--- src/core/cafo_map.vh ---
/*
 * Register map, field positions, reset values and clock-source codes of
 * the counter-array frequency output block.
 * Assumes a 32-bit Avalon-MM slave port with byte addresses, one word each.
 */
`ifndef CAFO_MAP_VH
`define CAFO_MAP_VH

`define CAFO_ADDR_W          6

// Word-aligned byte offsets
`define CAFO_OFS_CTRL        6'h00
`define CAFO_OFS_MODE        6'h04
`define CAFO_OFS_CNT_LOW     6'h08
`define CAFO_OFS_CNT_HIGH    6'h0C
`define CAFO_OFS_MOD_MODE    6'h10
`define CAFO_OFS_CMP_LOW     6'h14
`define CAFO_OFS_CMP_HIGH    6'h18
`define CAFO_OFS_STATUS      6'h1C

// Control register fields
`define CAFO_CTRL_RUN        0
`define CAFO_CTRL_FLAG       1

// Counter-array mode register fields
`define CAFO_MODE_CPS_LSB    1
`define CAFO_MODE_CPS_MSB    3

// Module mode register fields
`define CAFO_MM_CMP_EN       6
`define CAFO_MM_MATCH_EN     3
`define CAFO_MM_TOGGLE_EN    2
`define CAFO_MM_PWIDTH_EN    1

// Status register fields
`define CAFO_ST_PIN          0

// Reset values
`define CAFO_RST_BYTE        8'h00
`define CAFO_RST_CPS         3'h0

// Clock source select codes
`define CAFO_CPS_DIV12       3'h0
`define CAFO_CPS_DIV4        3'h1
`define CAFO_CPS_TIMER       3'h2
`define CAFO_CPS_EXT         3'h3
`define CAFO_CPS_DIV1        3'h4
`define CAFO_CPS_DIV8        3'h5

// Prescale terminal counts (divide by N -> count N-1)
`define CAFO_DIV12_LAST      4'hB
`define CAFO_DIV8_LAST       4'h7
`define CAFO_DIV4_LAST       4'h3

`endif

--- src/core/cafo_tick.v ---
/*
 * Counter-array clock enable generator: one-cycle tick per counter-array
 * clock, chosen by the clock source select code.
 * Assumes I_CLK domain; the external clock pin is asynchronous and is
 * synchronised here, the timer overflow pulse is on the same clock.
 */
`timescale 1ns/1ps
`include "cafo_map.vh"

module cafo_tick
(
    input  wire       i_clk,
    input  wire       i_nrst,
    input  wire [2:0] i_sel,
    input  wire       i_ext_pin,
    input  wire       i_timer_ovf,
    output reg        o_tick
);

    reg  [3:0] prescale;
    reg  [3:0] last;
    reg        ext_meta;
    reg        ext_sync;
    reg        ext_prev;
    reg        next_tick;

    always @*
    begin
        case (i_sel)
            `CAFO_CPS_DIV12: last = `CAFO_DIV12_LAST;
            `CAFO_CPS_DIV8:  last = `CAFO_DIV8_LAST;
            `CAFO_CPS_DIV4:  last = `CAFO_DIV4_LAST;
            default:         last = 4'h0;
        endcase
    end

    always @*
    begin
        case (i_sel)
            `CAFO_CPS_TIMER: next_tick = i_timer_ovf;
            `CAFO_CPS_EXT:   next_tick = ext_sync & ~ext_prev;
            `CAFO_CPS_DIV1:  next_tick = 1'b1;
            default:         next_tick = (prescale == last);
        endcase
    end

    // Two-stage sync; only the second stage feeds the edge detector
    always @(posedge i_clk or negedge i_nrst)
    begin
        if (!i_nrst)
        begin
            ext_meta <= 1'b0;
            ext_sync <= 1'b0;
            ext_prev <= 1'b0;
            prescale <= 4'h0;
            o_tick   <= 1'b0;
        end
        else
        begin
            ext_meta <= i_ext_pin;
            ext_sync <= ext_meta;
            ext_prev <= ext_sync;
            o_tick   <= next_tick;
            if (prescale >= last)
                prescale <= 4'h0;
            else
                prescale <= prescale + 4'h1;
        end
    end

endmodule

--- src/core/cafo_top.v ---
/*
 * Counter-array with one capture/compare module in frequency output mode,
 * reached over an Avalon-MM slave with waitrequest.
 * Registers sit at word-aligned byte offsets, fields in bits [7:0]:
 *   0x00 control: bit 0 run, bit 1 compare flag (write 0 clears it)
 *   0x04 counter-array mode: clock source select in bits [3:1]
 *   0x08 and 0x0C counter low and high bytes
 *   0x10 module mode: compare, match-flag, toggle, pulse-width enables
 *   0x14 and 0x18 compare low and high bytes
 *   0x1C status: bit 0 is the output pin level
 * Unmapped offsets read as zero; writes need byte enable 0.
 * A zero offset in the compare high byte means a half period of 256 counter clocks.
 * Assumes one clock, asynchronous active-low reset, a master that holds
 * its request until waitrequest is seen low.
 * Every access takes two clocks: waitrequest drops for one cycle and
 * read data, registered with it, holds until the next read.
 * The external clock pin may be asynchronous; the timer overflow is a
 * one-cycle pulse on I_CLK. Select codes 6 and 7 count every clock.
 */
// Decided for this implementation: the Avalon-MM slave port and the address map.
// Behaviour
// - In frequency mode, low compare byte equal to counter low byte toggles pin.
// - On each such match, high compare byte is added to low compare byte.
// - High byte is counter clocks between toggles; frequency is clock over 2x byte.
// - A high byte of zero acts as 256 counter clocks.
// - Frequency mode runs when compare, toggle and pulse-width enables are all set.
// - With compare and match-flag enables set, full 16-bit equality sets the compare flag.
// - Counter clock is the source picked by the clock source select field.
`timescale 1ns/1ps
`include "cafo_map.vh"

module cafo_top
(
    input  wire                    I_CLK,
    input  wire                    I_NRST,
    input  wire [`CAFO_ADDR_W-1:0] I_ADDRESS,
    input  wire                    I_READ,
    input  wire                    I_WRITE,
    input  wire [31:0]             I_WRITEDATA,
    input  wire [3:0]              I_BYTEENABLE,
    input  wire                    I_EXT_CLK_PIN,
    input  wire                    I_TIMER_OVF,
    output reg  [31:0]             O_READDATA,
    output reg                     O_WAITREQUEST,
    output reg                     O_MODULE_OUTPUT_PIN,
    output reg                     O_CAPTURE_COMPARE_FLAG
);

    // Software-visible state
    reg        counter_run;
    reg  [2:0] clock_source_select;
    reg  [7:0] counter_low;
    reg  [7:0] counter_high;
    reg        compare_enable;
    reg        match_flag_enable;
    reg        toggle_enable;
    reg        pulse_width_enable;
    reg  [7:0] compare_low_byte;
    reg  [7:0] compare_high_byte;

    // Next values
    reg  [7:0]  next_counter_low;
    reg  [7:0]  next_counter_high;
    reg  [7:0]  next_compare_low_byte;
    reg         next_pin;
    reg         next_flag;
    reg  [31:0] next_readdata;

    wire        tick;
    wire        wr_go;
    wire        rd_go;
    wire        wr_lane0;
    wire        freq_mode;
    wire        count_en;
    wire        low_match;
    wire        full_match;
    wire [15:0] counter_next16;
    wire        wr_ctrl;
    wire        wr_cnt_low;
    wire        wr_cnt_high;
    wire        wr_cmp_low;
    wire        toggle_go;
    wire        flag_set;
    wire        flag_clr;
    wire [7:0]  cmp_sum;

    // Bus strobes: a read is served on the edge where waitrequest drops, a write on the cycle after
    assign rd_go    = I_READ & O_WAITREQUEST;
    assign wr_go    = I_WRITE & ~O_WAITREQUEST;
    assign wr_lane0 = wr_go & I_BYTEENABLE[0];

    assign freq_mode  = compare_enable & toggle_enable & pulse_width_enable;
    assign count_en   = counter_run & tick;
    assign low_match  = (compare_low_byte == counter_low);
    assign full_match = ({compare_high_byte, compare_low_byte} ==
                         {counter_high, counter_low});
    assign counter_next16 = {counter_high, counter_low} + 16'h0001;

    // Per-register write strobes; byte lane 0 carries every field
    assign wr_ctrl     = wr_lane0 & (I_ADDRESS == `CAFO_OFS_CTRL);
    assign wr_cnt_low  = wr_lane0 & (I_ADDRESS == `CAFO_OFS_CNT_LOW);
    assign wr_cnt_high = wr_lane0 & (I_ADDRESS == `CAFO_OFS_CNT_HIGH);
    assign wr_cmp_low  = wr_lane0 & (I_ADDRESS == `CAFO_OFS_CMP_LOW);

    // Match events, each looked at once per counter-array clock
    assign toggle_go = count_en & freq_mode & low_match;
    assign cmp_sum   = compare_low_byte + compare_high_byte;
    assign flag_set  = count_en & compare_enable & match_flag_enable & full_match;
    assign flag_clr  = wr_ctrl & ~I_WRITEDATA[`CAFO_CTRL_FLAG];

    // Tick is registered: the counter moves one cycle after its source
    cafo_tick u_tick
    (
        .i_clk       (I_CLK),
        .i_nrst      (I_NRST),
        .i_sel       (clock_source_select),
        .i_ext_pin   (I_EXT_CLK_PIN),
        .i_timer_ovf (I_TIMER_OVF),
        .o_tick      (tick)
    );

    // Counter: software write wins over the running count
    always @*
    begin
        next_counter_low  = counter_low;
        next_counter_high = counter_high;
        if (count_en)
        begin
            next_counter_low  = counter_next16[7:0];
            next_counter_high = counter_next16[15:8];
        end
        if (wr_cnt_low)
            next_counter_low = I_WRITEDATA[7:0];
        if (wr_cnt_high)
            next_counter_high = I_WRITEDATA[7:0];
    end

    // Toggle and advance once per counter-array clock, so each counter
    // value is examined exactly once. A zero offset adds nothing, so the
    // next match waits a full counter lap of 256 clocks.
    always @*
    begin
        next_compare_low_byte = compare_low_byte;
        next_pin              = O_MODULE_OUTPUT_PIN;
        if (toggle_go)
        begin
            next_pin              = ~O_MODULE_OUTPUT_PIN;
            next_compare_low_byte = cmp_sum;
        end
        // Software write wins over the advance; the high byte is
        // never written by hardware, so the interval stays put
        if (wr_cmp_low)
            next_compare_low_byte = I_WRITEDATA[7:0];
    end

    // Flag: hardware set wins over a software clear in the same cycle
    always @*
    begin
        next_flag = O_CAPTURE_COMPARE_FLAG;
        if (flag_clr)
            next_flag = 1'b0;
        // Match flag enable is normally left clear here
        if (flag_set)
            next_flag = 1'b1;
    end

    // Read mux; unmapped addresses read as zero
    always @*
    begin
        next_readdata = 32'h0000_0000;
        case (I_ADDRESS)
            `CAFO_OFS_CTRL:
            begin
                next_readdata[`CAFO_CTRL_RUN]  = counter_run;
                next_readdata[`CAFO_CTRL_FLAG] = O_CAPTURE_COMPARE_FLAG;
            end
            `CAFO_OFS_MODE:
            begin
                next_readdata[`CAFO_MODE_CPS_MSB:`CAFO_MODE_CPS_LSB] = clock_source_select;
            end
            `CAFO_OFS_CNT_LOW:
            begin
                next_readdata[7:0] = counter_low;
            end
            `CAFO_OFS_CNT_HIGH:
            begin
                next_readdata[7:0] = counter_high;
            end
            `CAFO_OFS_MOD_MODE:
            begin
                next_readdata[`CAFO_MM_CMP_EN]    = compare_enable;
                next_readdata[`CAFO_MM_MATCH_EN]  = match_flag_enable;
                next_readdata[`CAFO_MM_TOGGLE_EN] = toggle_enable;
                next_readdata[`CAFO_MM_PWIDTH_EN] = pulse_width_enable;
            end
            `CAFO_OFS_CMP_LOW:
            begin
                next_readdata[7:0] = compare_low_byte;
            end
            `CAFO_OFS_CMP_HIGH:
            begin
                next_readdata[7:0] = compare_high_byte;
            end
            `CAFO_OFS_STATUS:
            begin
                next_readdata[`CAFO_ST_PIN] = O_MODULE_OUTPUT_PIN;
            end
            default:
            begin
                next_readdata = 32'h0000_0000;
            end
        endcase
    end

    // Waitrequest: high by default, low for one cycle per request
    // Registered answer costs a cycle but keeps both bus outputs on flops
    always @(posedge I_CLK or negedge I_NRST)
    begin
        if (!I_NRST)
        begin
            O_WAITREQUEST <= 1'b1;
            O_READDATA    <= 32'h0000_0000;
        end
        else
        begin
            if ((I_READ || I_WRITE) && O_WAITREQUEST)
                O_WAITREQUEST <= 1'b0;
            else
                O_WAITREQUEST <= 1'b1;
            if (rd_go)
                O_READDATA <= next_readdata;
        end
    end

    // Configuration registers
    always @(posedge I_CLK or negedge I_NRST)
    begin
        if (!I_NRST)
        begin
            counter_run         <= 1'b0;
            clock_source_select <= `CAFO_RST_CPS;
            compare_enable      <= 1'b0;
            match_flag_enable   <= 1'b0;
            toggle_enable       <= 1'b0;
            pulse_width_enable  <= 1'b0;
            compare_high_byte   <= `CAFO_RST_BYTE;
        end
        else if (wr_lane0)
        begin
            case (I_ADDRESS)
                `CAFO_OFS_CTRL:
                begin
                    counter_run <= I_WRITEDATA[`CAFO_CTRL_RUN];
                end
                `CAFO_OFS_MODE:
                begin
                    clock_source_select <=
                        I_WRITEDATA[`CAFO_MODE_CPS_MSB:`CAFO_MODE_CPS_LSB];
                end
                `CAFO_OFS_MOD_MODE:
                begin
                    compare_enable     <= I_WRITEDATA[`CAFO_MM_CMP_EN];
                    match_flag_enable  <= I_WRITEDATA[`CAFO_MM_MATCH_EN];
                    toggle_enable      <= I_WRITEDATA[`CAFO_MM_TOGGLE_EN];
                    pulse_width_enable <= I_WRITEDATA[`CAFO_MM_PWIDTH_EN];
                end
                `CAFO_OFS_CMP_HIGH:
                begin
                    compare_high_byte <= I_WRITEDATA[7:0];
                end
                default:
                begin
                    counter_run <= counter_run;
                end
            endcase
        end
    end

    // Counter, compare low byte, pin and flag
    always @(posedge I_CLK or negedge I_NRST)
    begin
        if (!I_NRST)
        begin
            counter_low            <= `CAFO_RST_BYTE;
            counter_high           <= `CAFO_RST_BYTE;
            compare_low_byte       <= `CAFO_RST_BYTE;
            O_MODULE_OUTPUT_PIN    <= 1'b0;
            O_CAPTURE_COMPARE_FLAG <= 1'b0;
        end
        else
        begin
            counter_low            <= next_counter_low;
            counter_high           <= next_counter_high;
            compare_low_byte       <= next_compare_low_byte;
            O_MODULE_OUTPUT_PIN    <= next_pin;
            O_CAPTURE_COMPARE_FLAG <= next_flag;
        end
    end

endmodule

--- config.mk ---
export PLATFORM = sky130hd
export DESIGN_NAME = cafo_top
export DESIGN_NICKNAME = d
export VERILOG_FILES = /design/src/core/cafo_tick.v /design/src/core/cafo_top.v
export VERILOG_INCLUDE_DIRS = /design/src /design/src/core
export SDC_FILE = /design/constraint.sdc
export NUM_CORES = 1
export LEC_CHECK = 0
export CORE_AREA = 2 2 132 83
export CTS_BUF_LIST = sky130_fd_sc_hd__clkbuf_4
export CTS_CLUSTER_DIAMETER = 150
export DETAILED_ROUTE_END_ITERATION = 16
export DIE_AREA = 0 0 134 85
export DONT_BUFFER_PORTS = 1
export HOLD_SLACK_MARGIN = 0.02
export PLACE_DENSITY = 0.54
export RECOVER_POWER = 50
export REMOVE_ABC_BUFFERS = 1
export SLEW_MARGIN = 20
export SYNTH_ARGS = -nofsm -noshare
export SYNTH_HDL_FRONTEND = slang
export SYNTH_SLANG_ARGS = --single-unit
--- constraint.sdc ---
create_clock -name I_CLK -period 2.6 [get_ports I_CLK]
set_input_delay 0.26 -clock I_CLK [delete_from_list [all_inputs] [get_ports I_CLK]]
set_output_delay 0.26 -clock I_CLK [all_outputs]
set_load 0.01 [all_outputs]
==> results of run 1 <==
## per-stage QoR
step                      util (%)  power (µW)
after global routing          40.1        3080
after floorplan                  -        1940
after detailed placement      37.6        2180
after CTS                     40.3        2900
final                         40.1        2890
after global placement        37.6        2160
## state kept, by name, summed over array words and instances (netlist names), 3 cells and up
signal	count
O_READDATA	8
compare_high_byte	8
compare_low_byte	8
counter_high	8
counter_low	8
u_tick.prescale	4
clock_source_select	3
## final timing paths
path	start	endpoint	slack [ns]	cells after the start
max in group asynchronous	I_NRST	u_tick.prescale[1]	0.98	2
setup reg to reg	compare_low_byte[5]	compare_low_byte[5]	0.34	5
hold reg to reg	u_tick.ext_meta	u_tick.ext_sync	0.36	0
hold / removal	I_WRITEDATA[7]	compare_low_byte[7]	0.08	4
min in group asynchronous	I_NRST	counter_high[3]	0.73	2
setup / recovery	compare_low_byte[5]	compare_low_byte[5]	0.34	5
## synth_stat cells (4+ instances only)
library cell and number:
a21oi_1 14, a22oi_1 7, and3_1 9, and4_1 4, buf_4 24, clkbuf_1 12, dfrtp_1 58, ha_1 13
inv_1 12, mux2_2 19, mux2i_1 14, nand2_1 41, nand2b_1 8, nand3_1 10, nand4_1 8, nor2_1 20
o21a_1 4, o21ai_0 28, o21ai_1 4, xnor2_1 18, xor2_1 21
## power by group
group	total, µW	switching (µW)	internal, µW
combinational	876	463	413
sequential	1360	274	1090
clock	649	345	304
total	2890	1080	1810
## kinds of logic (layout without fill, tap and decap cells)
kind of cell / after synthesis / in the layout / share of synthesized area [%]
AND/OR/NAND/NOR: 120 / 120 / 16.7
AO/OA/AOI/OAI: 76 / 76 / 12.2
flip-flops: 59 / 59 / 39.0
buffers and inverters: 54 / 48 / 8.22
XOR/XNOR: 39 / 39 / 9.01
multiplexers: 34 / 34 / 9.94
adder cells (fa/ha/maj): 14 / 14 / 4.82
other: 1 / 25 / 0.0989
## layer usage
| layer | part of all wire (%) | wire length, µm | vias to the layer above | global-route usage, % |
|---|---|---|---|---|
| met5 | 0 | 0 | - | 0 |
| met4 | 0.77 | 79 | 0 | 3.77 |
| met3 | 9.3 | 961 | 11 | 5.62 |
| met2 | 39 | 3970 | 111 | 24.6 |
| met1 | 51 | 5280 | 1468 | 30.3 |
| li1 | - | - | 1376 | - |
## area by class of cell
class                      count  area share, %
multi-input combinational    307           51.0
sequential                    59           36.1
tap                          139           4.25
timing repair buffer          19           4.16
clock buffer                  11           2.02
inverter                      13           1.19
clock inverter                 5           1.13
antenna                        1         0.0612
## repair_timing
| item | in CTS | in global routing |
|---|---|---|
| hold buffers | 13 | 0 |
| resized for setup | 0 | 0 |
| endpoints found under the hold margin | 100 | 0 |
## critical path, delay by kind of cell, from the launching register on
family	cells	cell delay (ns)
AOI/OAI and AO/OA	2	0.35
and+or+nand+nor	2	1.12
DFF	1	0.46
xor gates and xnor gates	1	0.21
==> metrics.md, run 1 <==
| Metric | Value |
|---|---|
| Outcome | `finished, violations left` |
| Failing checks | `capacitance limit` |
| Dpl hpwl | `~7.4 mm` |
| Layout cell share with drive strength beyond 1 | `11.1%` |
| Gr usage total | `18.9%` |
| Root Driver | `clkbuf_4` |
| Asr flop ratio synth | `100%` |
| Design Area, Final | `4090 µm²` |
| Post-route insts no fill | `554` |
| Post-synth cell types | `50` |
| Max incr delay on CP | `approximately 0.6 ns` |
| TritonCTS clock tree | `built` |
| Synth Flop Type | `dfrtp_1` |
| Placed cell areas | `3830 µm²` |
| Synth top area share | `about two fifths` |
| CP arrival | `2.58 ns` |
| Slew margin rel. | `0.216%` |
| Vias per cell | `5.35` |
| TritonRoute pass-1 iters | `5` |
| Seq/Total Area, Yosys | `39.0%` |
| Final wirelength | `10.3 mm` |
| H-tree lvl count | `3` |
| Worst path cell trace | `xor2_1 -> or4_1 -> or4_1 -> a31oi_1 -> o31ai_1` |
| Initial DRC Count | `227` |
| Layout Nets | `471` |
| Storage cell area | `1480 µm²` |
| Postcts setup bufs | `0` |
| Detailed-route DRC error count | `0` |
| # port buffers | `0` |
| Placed instance count | `524` |
| Tmin final | `between 2 and 2.5 ns` |
| Clk_lat worst skew | `between 0.4 and 0.5 ns` |
| Actual slew at the worst max-slew pin | `1.50 ns` |
| Critical Path Slowest Stage Cell | `or4_1` |
| Num Clock Sinks | `around 60` |
| FMAX | `443 MHz` |
| P per Cell Area | `between 700 and 800 nW/µm²` |
| Overflow after GRT | `0` |
| Period utilization | `86.8%` |
| Final setup fails | `0` |
| CP Data Required Time | `2.92 ns` |
| Crit end category | `flop` |
| Leak pwr | `0.00169 µW` |
| Routed Antenna Nets | `0` |
| Boundary pin count | `83` |
| Setup total negative slack | `0 ns` |
| HP Class | `in -> reg` |
| Via count | `2966` |
| Synth Register Bits | `59` |
| Initial antenna violation count | `1` |
| Crit path kind | `reg -> reg` |
| Largest net degree at the start of global routing | `60` |
| Yosys warnings | `0` |
| Worst-path fanout max | `5` |
| Most frequent cells in the layout | `dfrtp_1 (58), nand2_1 (41), o21ai_0 (28), conb_1 (24), xor2_1 (21)` |
| Multi-input combinational cell area | `approximately 2100 µm²` |
| CTS clk-pin slew, worst paths | `0.10 ns` |
| Leading area contributor after synthesis | `dfrtp_1` |
| Std-Cell Rows | `29` |
| Largest cells by area after synthesis | `dfrtp_1 (38%), mux2_2 (5.6%), xor2_1 (4.9%)` |
| Crit path top cell by count | `or4_1` |
| Drt wl/cell | `roughly 19 µm` |
| Cells after synthesis | `397` |
| Total of max-cap violations | `1` |
| Starting density of the core | `37.2%` |
| Pre-CTS WS | `0.387 ns` |
| Max VDD drop | `between 0.3 and 0.4 mV` |
| Commonest non-fill, non-tap cell in the layout | `dfrtp_1` |
| Slew Limit Fails | `0` |
| RSZ-0062 raised after global routing | `no` |
| Clock skew | `0.0131 ns` |
| Vias in the first global route | `2826` |
| Area Growth Syn to Fin | `7.89%` |
| Total core area | `10200 µm²` |
| Die ar. | `11400 µm²` |
| First-pass GRT wire length | `16.2 mm` |
| Startpoint Class | `flop` |
| Worst hold slack | `between 0.07 and 0.08 ns` |
| Die W | `134 µm` |
| Final Hold Fails | `0` |
| GP Congestion | `between 0.8 and 0.9` |
| Overall die height | `85 µm` |
| Mean post-synth cell area | `9.55 µm²` |
| CTS Buf Count | `9` |
| Setup ws final | `between 0.3 and 0.4 ns` |
| EDFF count, synth | `0` |
| Fill cells | `a little over 1000` |
| CTS max path bufs | `2` |
| Mapped Area | `~3800 µm²` |
Note: power is estimated with default switching activity, not from simulation.
==> inputs of run 2 (changes only) <==
--- a/config.mk
+++ b/config.mk
@@ -6,16 +6,18 @@
 export SDC_FILE = /design/constraint.sdc
 export NUM_CORES = 1
 export LEC_CHECK = 0
-export CORE_AREA = 2 2 132 83
+export ABC_AREA = 1
+export CORE_AREA = 2 2 120 76
 export CTS_BUF_LIST = sky130_fd_sc_hd__clkbuf_4
 export CTS_CLUSTER_DIAMETER = 150
 export DETAILED_ROUTE_END_ITERATION = 16
-export DIE_AREA = 0 0 134 85
+export DIE_AREA = 0 0 122 78
 export DONT_BUFFER_PORTS = 1
 export HOLD_SLACK_MARGIN = 0.02
-export PLACE_DENSITY = 0.54
+export PLACE_DENSITY = 0.67
 export RECOVER_POWER = 50
 export REMOVE_ABC_BUFFERS = 1
+export SKIP_LAST_GASP = 1
 export SLEW_MARGIN = 20
 export SYNTH_ARGS = -nofsm -noshare
 export SYNTH_HDL_FRONTEND = slang
==> run 2 against run 1 <==
Compared with the run above:
- maximum frequency is 23% higher
- hold slack worse by 0.024 ns
- largest power group unchanged
- count of clock-buffer cells in the layout is 1 higher
- the flow now finishes without violations
- first-iteration DRC count is 77% higher
- core utilization is 12 points higher
- largest cell class unchanged
- setup slack better by 0.42 ns
==> metrics.md, run 2 <==
| Metric | Value |
|---|---|
| Final Util | `52.1% (+12 points)` |
| Cells after synthesis | `568 (+43%)` |
| Die ar. | `9520 µm² (-16%)` |
| CTS max path bufs | `2 (unchanged)` |
| Num Clock Sinks | `59 (unchanged)` |
| R2R depth | `13 (+8)` |
| HP Start | `I_WRITEDATA[6]` |
| Worst Hold Depth | `4 (unchanged)` |
| Synth top area share | `35.5% (-2.8 points)` |
| EDFF count, synth | `0 (unchanged)` |
| Asr flop ratio synth | `100% (unchanged)` |
| Outcome | `complete, no violations` |
| Vias per cell | `5.29 (-1.1%)` |
| Slew margin rel. | `0.833% (+0.62 points)` |
| Total core area | `8300 µm² (-19%)` |
| Die W | `122 µm (-9.0%)` |
| WHS Endpoint | `compare_low_byte[6]` |
| Gr usage total | `25.7% (+6.7 points)` |
| Crit path kind | `reg -> reg` |
| Top-count cell post-synth | `nand2_1` |
| FMAX | `545 MHz (+23%)` |
| R2r endpoint | `compare_low_byte[6]` |
| Largest net degree at the start of global routing | `60 (unchanged)` |
| Starting density of the core | `49.3% (+12 points)` |
| Commonest non-fill, non-tap cell in the layout | `nand2_1` |
| Synth Register Bits | `59 (unchanged)` |
| Storage cell area | `1480 µm² (unchanged)` |
| Startpoint Class | `flop` |
| Largest cells by area after synthesis | `dfrtp_1 (35%), nand2_1 (17%), inv_1 (5.8%)` |
| Initial antenna violation count | `0 (-1)` |
| TritonRoute pass-1 iters | `5 (unchanged)` |
| Final wirelength | `11.6 mm (+12%)` |
| Most frequent cells after synthesis | `nand2_1 (186), inv_1 (63), dfrtp_1 (58), nor2_1 (44), o21ai_0 (41)` |
| Clk_lat worst skew | `0.43 ns (about the same)` |
| CP Data Required Time | `2.92 ns (about the same)` |
| Final setup fails | `0 (unchanged)` |
| Final Hold Fails | `0 (unchanged)` |
| Power, Total | `2170 µW (-25%)` |
| Setup total negative slack | `0 ns (unchanged)` |
| H-tree lvl count | `3 (unchanged)` |
| Fill cells | `852 (-17%)` |
| Crit end category | `flop` |
| Design Area, Final | `4320 µm² (+5.8%)` |
| Clock skew | `0.0126 ns (-0.000454 ns)` |
| Overall die height | `78 µm (-8.2%)` |
| Leading area contributor after synthesis | `dfrtp_1` |
| Std-Cell Rows | `26 (-10%)` |
| CTS clk-pin slew, worst paths | `0.10 ns (about the same)` |
| Area Growth Syn to Fin | `5.69%` |
| Slew Limit Fails | `0 (unchanged)` |
| CTS Buf Count | `9 (unchanged)` |
| Actual slew at the worst max-slew pin | `1.49 ns (-0.00926 ns)` |
| P per Cell Area | `502 nW/µm² (-29%)` |
| Detailed-route DRC error count | `0 (unchanged)` |
| Seq/Total Area, Yosys | `36.1% (-2.9 points)` |
| Drt wl/cell | `16.5 µm (-11%)` |
| Mean post-synth cell area | `7.20 µm² (-25%)` |
| Layout cell share with drive strength beyond 1 | `8.81% (-2.3 points)` |
| Worst-path fanout max | `4 (-1)` |
| Dpl hpwl | `8.72 mm (+17%)` |
| Tmin final | `1.84 ns (-0.420 ns)` |
| Synth Flop Type | `dfrtp_1` |
| Mapped Area | `4090 µm² (+8.0%)` |
| Postcts setup bufs | `0 (unchanged)` |
| Worst hold slack | `0.0532 ns (-0.0245 ns)` |
| TritonCTS clock tree | `built` |
| Post-cts resize count | `0 (unchanged)` |
| Max VDD drop | `0.226 mV (-42%)` |
| FF-to-FF Start | `compare_high_byte[0]` |
| Period utilization | `70.6% (-16 points)` |
| Post-synth cell types | `36 (-28%)` |
| Vias in the first global route | `3471 (+23%)` |
| Boundary pin count | `83 (unchanged)` |
| Diode count | `0 (-1)` |
| CP arrival | `2.16 ns (-0.42 ns)` |
| HP Class | `in -> reg` |
| Layout Nets | `647 (+37%)` |
| RSZ-0062 raised after global routing | `no` |
| R2r setup slk | `0.76 ns (+0.42 ns)` |
| First-pass GRT wire length | `18.3 mm (+13%)` |
| Total of max-cap violations | `0 (-1)` |
| Yosys warnings | `0 (unchanged)` |
| Multi-input combinational cell area | `2220 µm² (+6.4%)` |
| GP Congestion | `1.01 (+17%)` |
| # port buffers | `0 (unchanged)` |
| Routed Antenna Nets | `0 (unchanged)` |
| Placed cell areas | `4090 µm² (+6.7%)` |
| Overflow after GRT | `0 (unchanged)` |
| Via count | `3717 (+25%)` |
| Root Driver | `clkbuf_4` |
| Most frequent cells in the layout | `nand2_1 (186), inv_1 (63), dfrtp_1 (58), nor2_1 (44), o21ai_0 (41)` |
| Initial DRC Count | `401 (+77%)` |
| Leak pwr | `0.00217 µW (+28%)` |
[run 2: changes by cell type in the layout (fill, tap and decap cells not counted), moves of 9 or more]
cell | previous run | this run
nand2_1 | 41 | 186
inv_1 | 12 | 63
nand3_1 | 10 | 35
nor2_1 | 20 | 44
mux2_2 | 19 | 0
mux2i_1 | 14 | 0
o21ai_0 | 28 | 41
xnor2_1 | 18 | 8
o21ai_2 | 0 | 9
[run 2: what timing repair did]
item                                    CTS  global route
hold endpoints to repair                 77             0
hold buffers                             13             0
endpoints found under the setup margin    0             0
[run 2: worst max-delay path by stage]
stage | slack (ns) | startpoint | cells past startpoint | to
2_1_floorplan | 0.97 | compare_high_byte[0] | 13 | compare_low_byte[6]
3_5_place_dp | 0.77 | compare_high_byte[0] | 13 | compare_low_byte[6]
6_report | 0.76 | compare_high_byte[0] | 13 | compare_low_byte[6]
3_3_place_gp | 0.82 | compare_high_byte[0] | 13 | compare_low_byte[6]
4_1_cts | 0.76 | compare_high_byte[0] | 13 | compare_low_byte[6]
5_1_grt | 0.55 | counter_low[0] | 7 | counter_high[0]
[run 2: cells by family after synthesis]
family                   share of synthesized area (%)
AND/OR/NAND/NOR                                   33.0
flip-flops                                        36.1
adder cells (fa/ha/maj)                           4.46
XOR/XNOR                                          4.92
other                                           0.0917
buffers and inverters                             11.7
AO/OA/AOI/OAI                                     9.72
[run 2: metrics by stage]
stage,cells,setup slack [ns]
after floorplan,561,0.973
after global placement,673,0.823
after detailed placement,673,0.772
after CTS,702,0.764
after global routing,702,0.551
final,702,0.764
[run 2: layout make-up]
class | instances | area share (%)
timing repair buffer | 13 | 2.89
sequential | 59 | 34.2
multi-input combinational | 435 | 51.4
tap | 112 | 3.24
clock inverter | 4 | 0.434
clock buffer | 12 | 2.08
inverter | 67 | 5.82
[run 2: critical path: stages, from the launching register on]
cell and delay [ns]:
dfrtp_1 0.44, ha_1 0.20, inv_1 0.05, fa_1 0.40
inv_1 0.07, nand2_1 0.04, nand2_1 0.09, nand3_1 0.10
nand2_1 0.07, nand2_1 0.05, nand3_1 0.06, nand2_1 0.05
nand2_1 0.05, nand2_1 0.06
[run 2: per-layer routing]
layer	share of wire, %	wire length [µm]	track usage [%]
met4	1.5	174	7.13
met2	40	4610	35.4
met1	47	5430	38.2
met3	12	1360	8.01
met5	0	0	0
[run 2: report_power, final]
part	internal (µW)	switching [µW]	leakage [µW]	total, µW
clock	221	351	0.0000685	572
sequential	1010	129	0.000752	1140
combinational	177	280	0.00135	457
total	1410	760	0.00217	2170
==> inputs of run 3 (changes only) <==
==> constraint.sdc (replaced) <==
create_clock -name I_CLK -period 1.84 [get_ports I_CLK]
set_input_delay 0.184 -clock I_CLK [delete_from_list [all_inputs] [get_ports I_CLK]]
set_output_delay 0.184 -clock I_CLK [all_outputs]
set_load 0.01 [all_outputs]
==> run 3 against run 2 <==
Compared with the run above:
- sequential share of layout area fell by 1.5 points
- maximum frequency rose by 6.1%
- first-iteration DRC count rose by 16%
- die area did not move
- critical endpoint is now counter_low[5]
- highest routed layer unchanged
- combinational power rose by 59%
- critical path depth fell by 7
- design area rose by 4.7%
- total power rose by 44%
- critical path type unchanged
- count of clock-buffer cells in the layout fell by 2
- cell count rose by 2.8%
- flip-flop and latch count did not move
- non-clock buffer count rose by 20
==> metrics.md, run 3 (synthesized netlist as in run 2, its figures left out) <==
| Metric | Value |
|---|---|
| Leak pwr | `0.00227 µW (+4.7%)` |
| Total of max-cap violations | `0 (unchanged)` |
| Routed Antenna Nets | `0 (unchanged)` |
| Overall die height | `78 µm (unchanged)` |
| Largest net degree at the start of global routing | `60 (unchanged)` |
| CP arrival | `2.04 ns (-0.12 ns)` |
| # port buffers | `0 (unchanged)` |
| H-tree lvl count | `3 (unchanged)` |
| CTS Buf Count | `9 (unchanged)` |
| RSZ-0062 raised after global routing | `no` |
| Final Hold Fails | `0 (unchanged)` |
| Initial DRC Count | `464 (+16%)` |
| Num Clock Sinks | `59 (unchanged)` |
| Clk_lat worst skew | `0.43 ns (about the same)` |
| Crit path kind | `reg -> reg` |
| Vias in the first global route | `3398 (-2.1%)` |
| Diode count | `0 (unchanged)` |
| Detailed-route DRC error count | `0 (unchanged)` |
| Slew Limit Fails | `0 (unchanged)` |
| Layout cell share with drive strength beyond 1 | `13.9% (+5.1 points)` |
| Starting density of the core | `49.3% (unchanged)` |
| HP Class | `in -> reg` |
| Drt wl/cell | `16.2 µm (-1.5%)` |
| Post-route insts no fill | `722 (+2.8%)` |
| Boundary pin count | `83 (unchanged)` |
| Final setup fails | `0 (unchanged)` |
| Layout Nets | `667 (+3.1%)` |
| FMAX | `578 MHz (+6.1%)` |
| R2r setup slk | `0.11 ns (-0.65 ns)` |
| Root Driver | `clkbuf_4` |
| P per Cell Area | `688 nW/µm² (+37%)` |
| Die ar. | `9520 µm² (unchanged)` |
| GP Congestion | `1.06 (+4.8%)` |
| Max VDD drop | `0.399 mV (+76%)` |
| TritonCTS clock tree | `built` |
| Overflow after GRT | `0 (unchanged)` |
| Vias per cell | `5.30 (+0.13%)` |
| CTS max path bufs | `2 (unchanged)` |
| First-pass GRT wire length | `18.3 mm (about the same)` |
| CP Data Required Time | `2.15 ns (-0.77 ns)` |
| Commonest non-fill, non-tap cell in the layout | `nand2_1` |
| Clock skew | `0.0229 ns (+0.0102 ns)` |
| Std-Cell Rows | `26 (unchanged)` |
| Final wirelength | `11.7 mm (+1.3%)` |
| Via count | `3828 (+3.0%)` |
| Gr usage total | `25.6% (-0.056 points)` |
| Worst hold slack | `0.0597 ns (+0.00652 ns)` |
| Dpl hpwl | `8.76 mm (+0.43%)` |
| Period utilization | `94.1% (+23 points)` |
| Setup total negative slack | `0 ns (unchanged)` |
| Worst-path fanout max | `10 (+6)` |
| CTS clk-pin slew, worst paths | `0.11 ns (about the same)` |
| Area Growth Syn to Fin | `10.7%` |
| TritonRoute pass-1 iters | `5 (unchanged)` |
| Total core area | `8300 µm² (unchanged)` |
| Most frequent cells in the layout | `nand2_1 (182), inv_1 (61), dfrtp_1 (55), nor2_1 (42), o21ai_0 (40)` |
| Outcome | `complete, no violations` |
| Crit end category | `flop` |
| Fill cells | `818 (-4.0%)` |
| Tmin final | `1.73 ns (-0.106 ns)` |
| Placed instance count | `683 (+1.5%)` |
| Startpoint Class | `flop` |
| Initial antenna violation count | `0 (unchanged)` |
| Die W | `122 µm (unchanged)` |
## run 3: cell count changes in the layout (fill, tap and decap cells not counted), moves of 3 or more
| cell | previous run | this run |
|---|---|---|
| nand2_1 | 186 | 182 |
| dfrtp_2 | 0 | 3 |
| buf_4 | 0 | 18 |
| dfrtp_1 | 58 | 55 |
| nand2_2 | 5 | 9 |
## run 3: per-stage QoR
stage	total power, µW	setup WS, ns	instance area [µm²]	utilization [%]
after floorplan	2040	0.213	3950	-
after global placement	2200	0.133	4170	50.2
after detailed placement	2240	0.0881	4170	50.2
after CTS	3110	0.0245	4440	53.5
after global routing	3340	0.00162	4530	54.6
final	3120	0.109	4530	54.6
## run 3: worst paths after layout
check                                     start                    to  cells past startpoint
max in group asynchronous                I_NRST        counter_low[0]                      2
worst max register to register    O_WAITREQUEST        counter_low[5]                      6
worst min register to register  u_tick.ext_meta       u_tick.ext_sync                      0
worst min-delay path             I_WRITEDATA[0]  compare_high_byte[0]                      2
min in group asynchronous                I_NRST       counter_high[4]                      2
worst max-delay path              O_WAITREQUEST        counter_low[5]                      6
## run 3: critical path, cell delays in order, from the launching register on
cell and delay [ns]:
dfstp_2 0.61, nor2_4 0.08, nand2_2 0.13, inv_2 0.10, nand2_1 0.07, nand2_1 0.06, dlygate4sd3_1 0.56
## run 3: routing by layer
metal,share of wire [%],track usage [%]
met3,11,6.54
met5,0,0
met1,47,40.1
met4,1.2,6.44
met2,40,34.3
## run 3: repair_timing
| action | in CTS | in global routing |
|---|---|---|
| hold buffers | 15 | 0 |
| setup buffers | 0 | 8 |
| endpoints found under the setup margin | 0 | 8 |
| hold endpoints to repair | 93 | 0 |
| gates resized for setup | 0 | 15 |
## run 3: cell type report
type | instances | area (µm²) | share of cell area, %
Clock inverter | 6 | 32.5 | 0.718
Sequential cell | 59 | 1480 | 32.7
Timing Repair Buffer | 33 | 303 | 6.69
Inverter | 67 | 251 | 5.55
Tap cell | 112 | 140 | 3.09
Multi-Input combinational cell | 435 | 2240 | 49.6
Clock buffer | 10 | 75.1 | 1.66
## run 3: where the power goes
group | total (µW) | internal (µW) | leakage, µW | switching (µW)
registers | 1600 | 1430 | 0.000749 | 166
logic | 725 | 289 | 0.00146 | 436
clock network | 793 | 280 | 0.0000657 | 512
total | 3120 | 2000 | 0.00227 | 1110
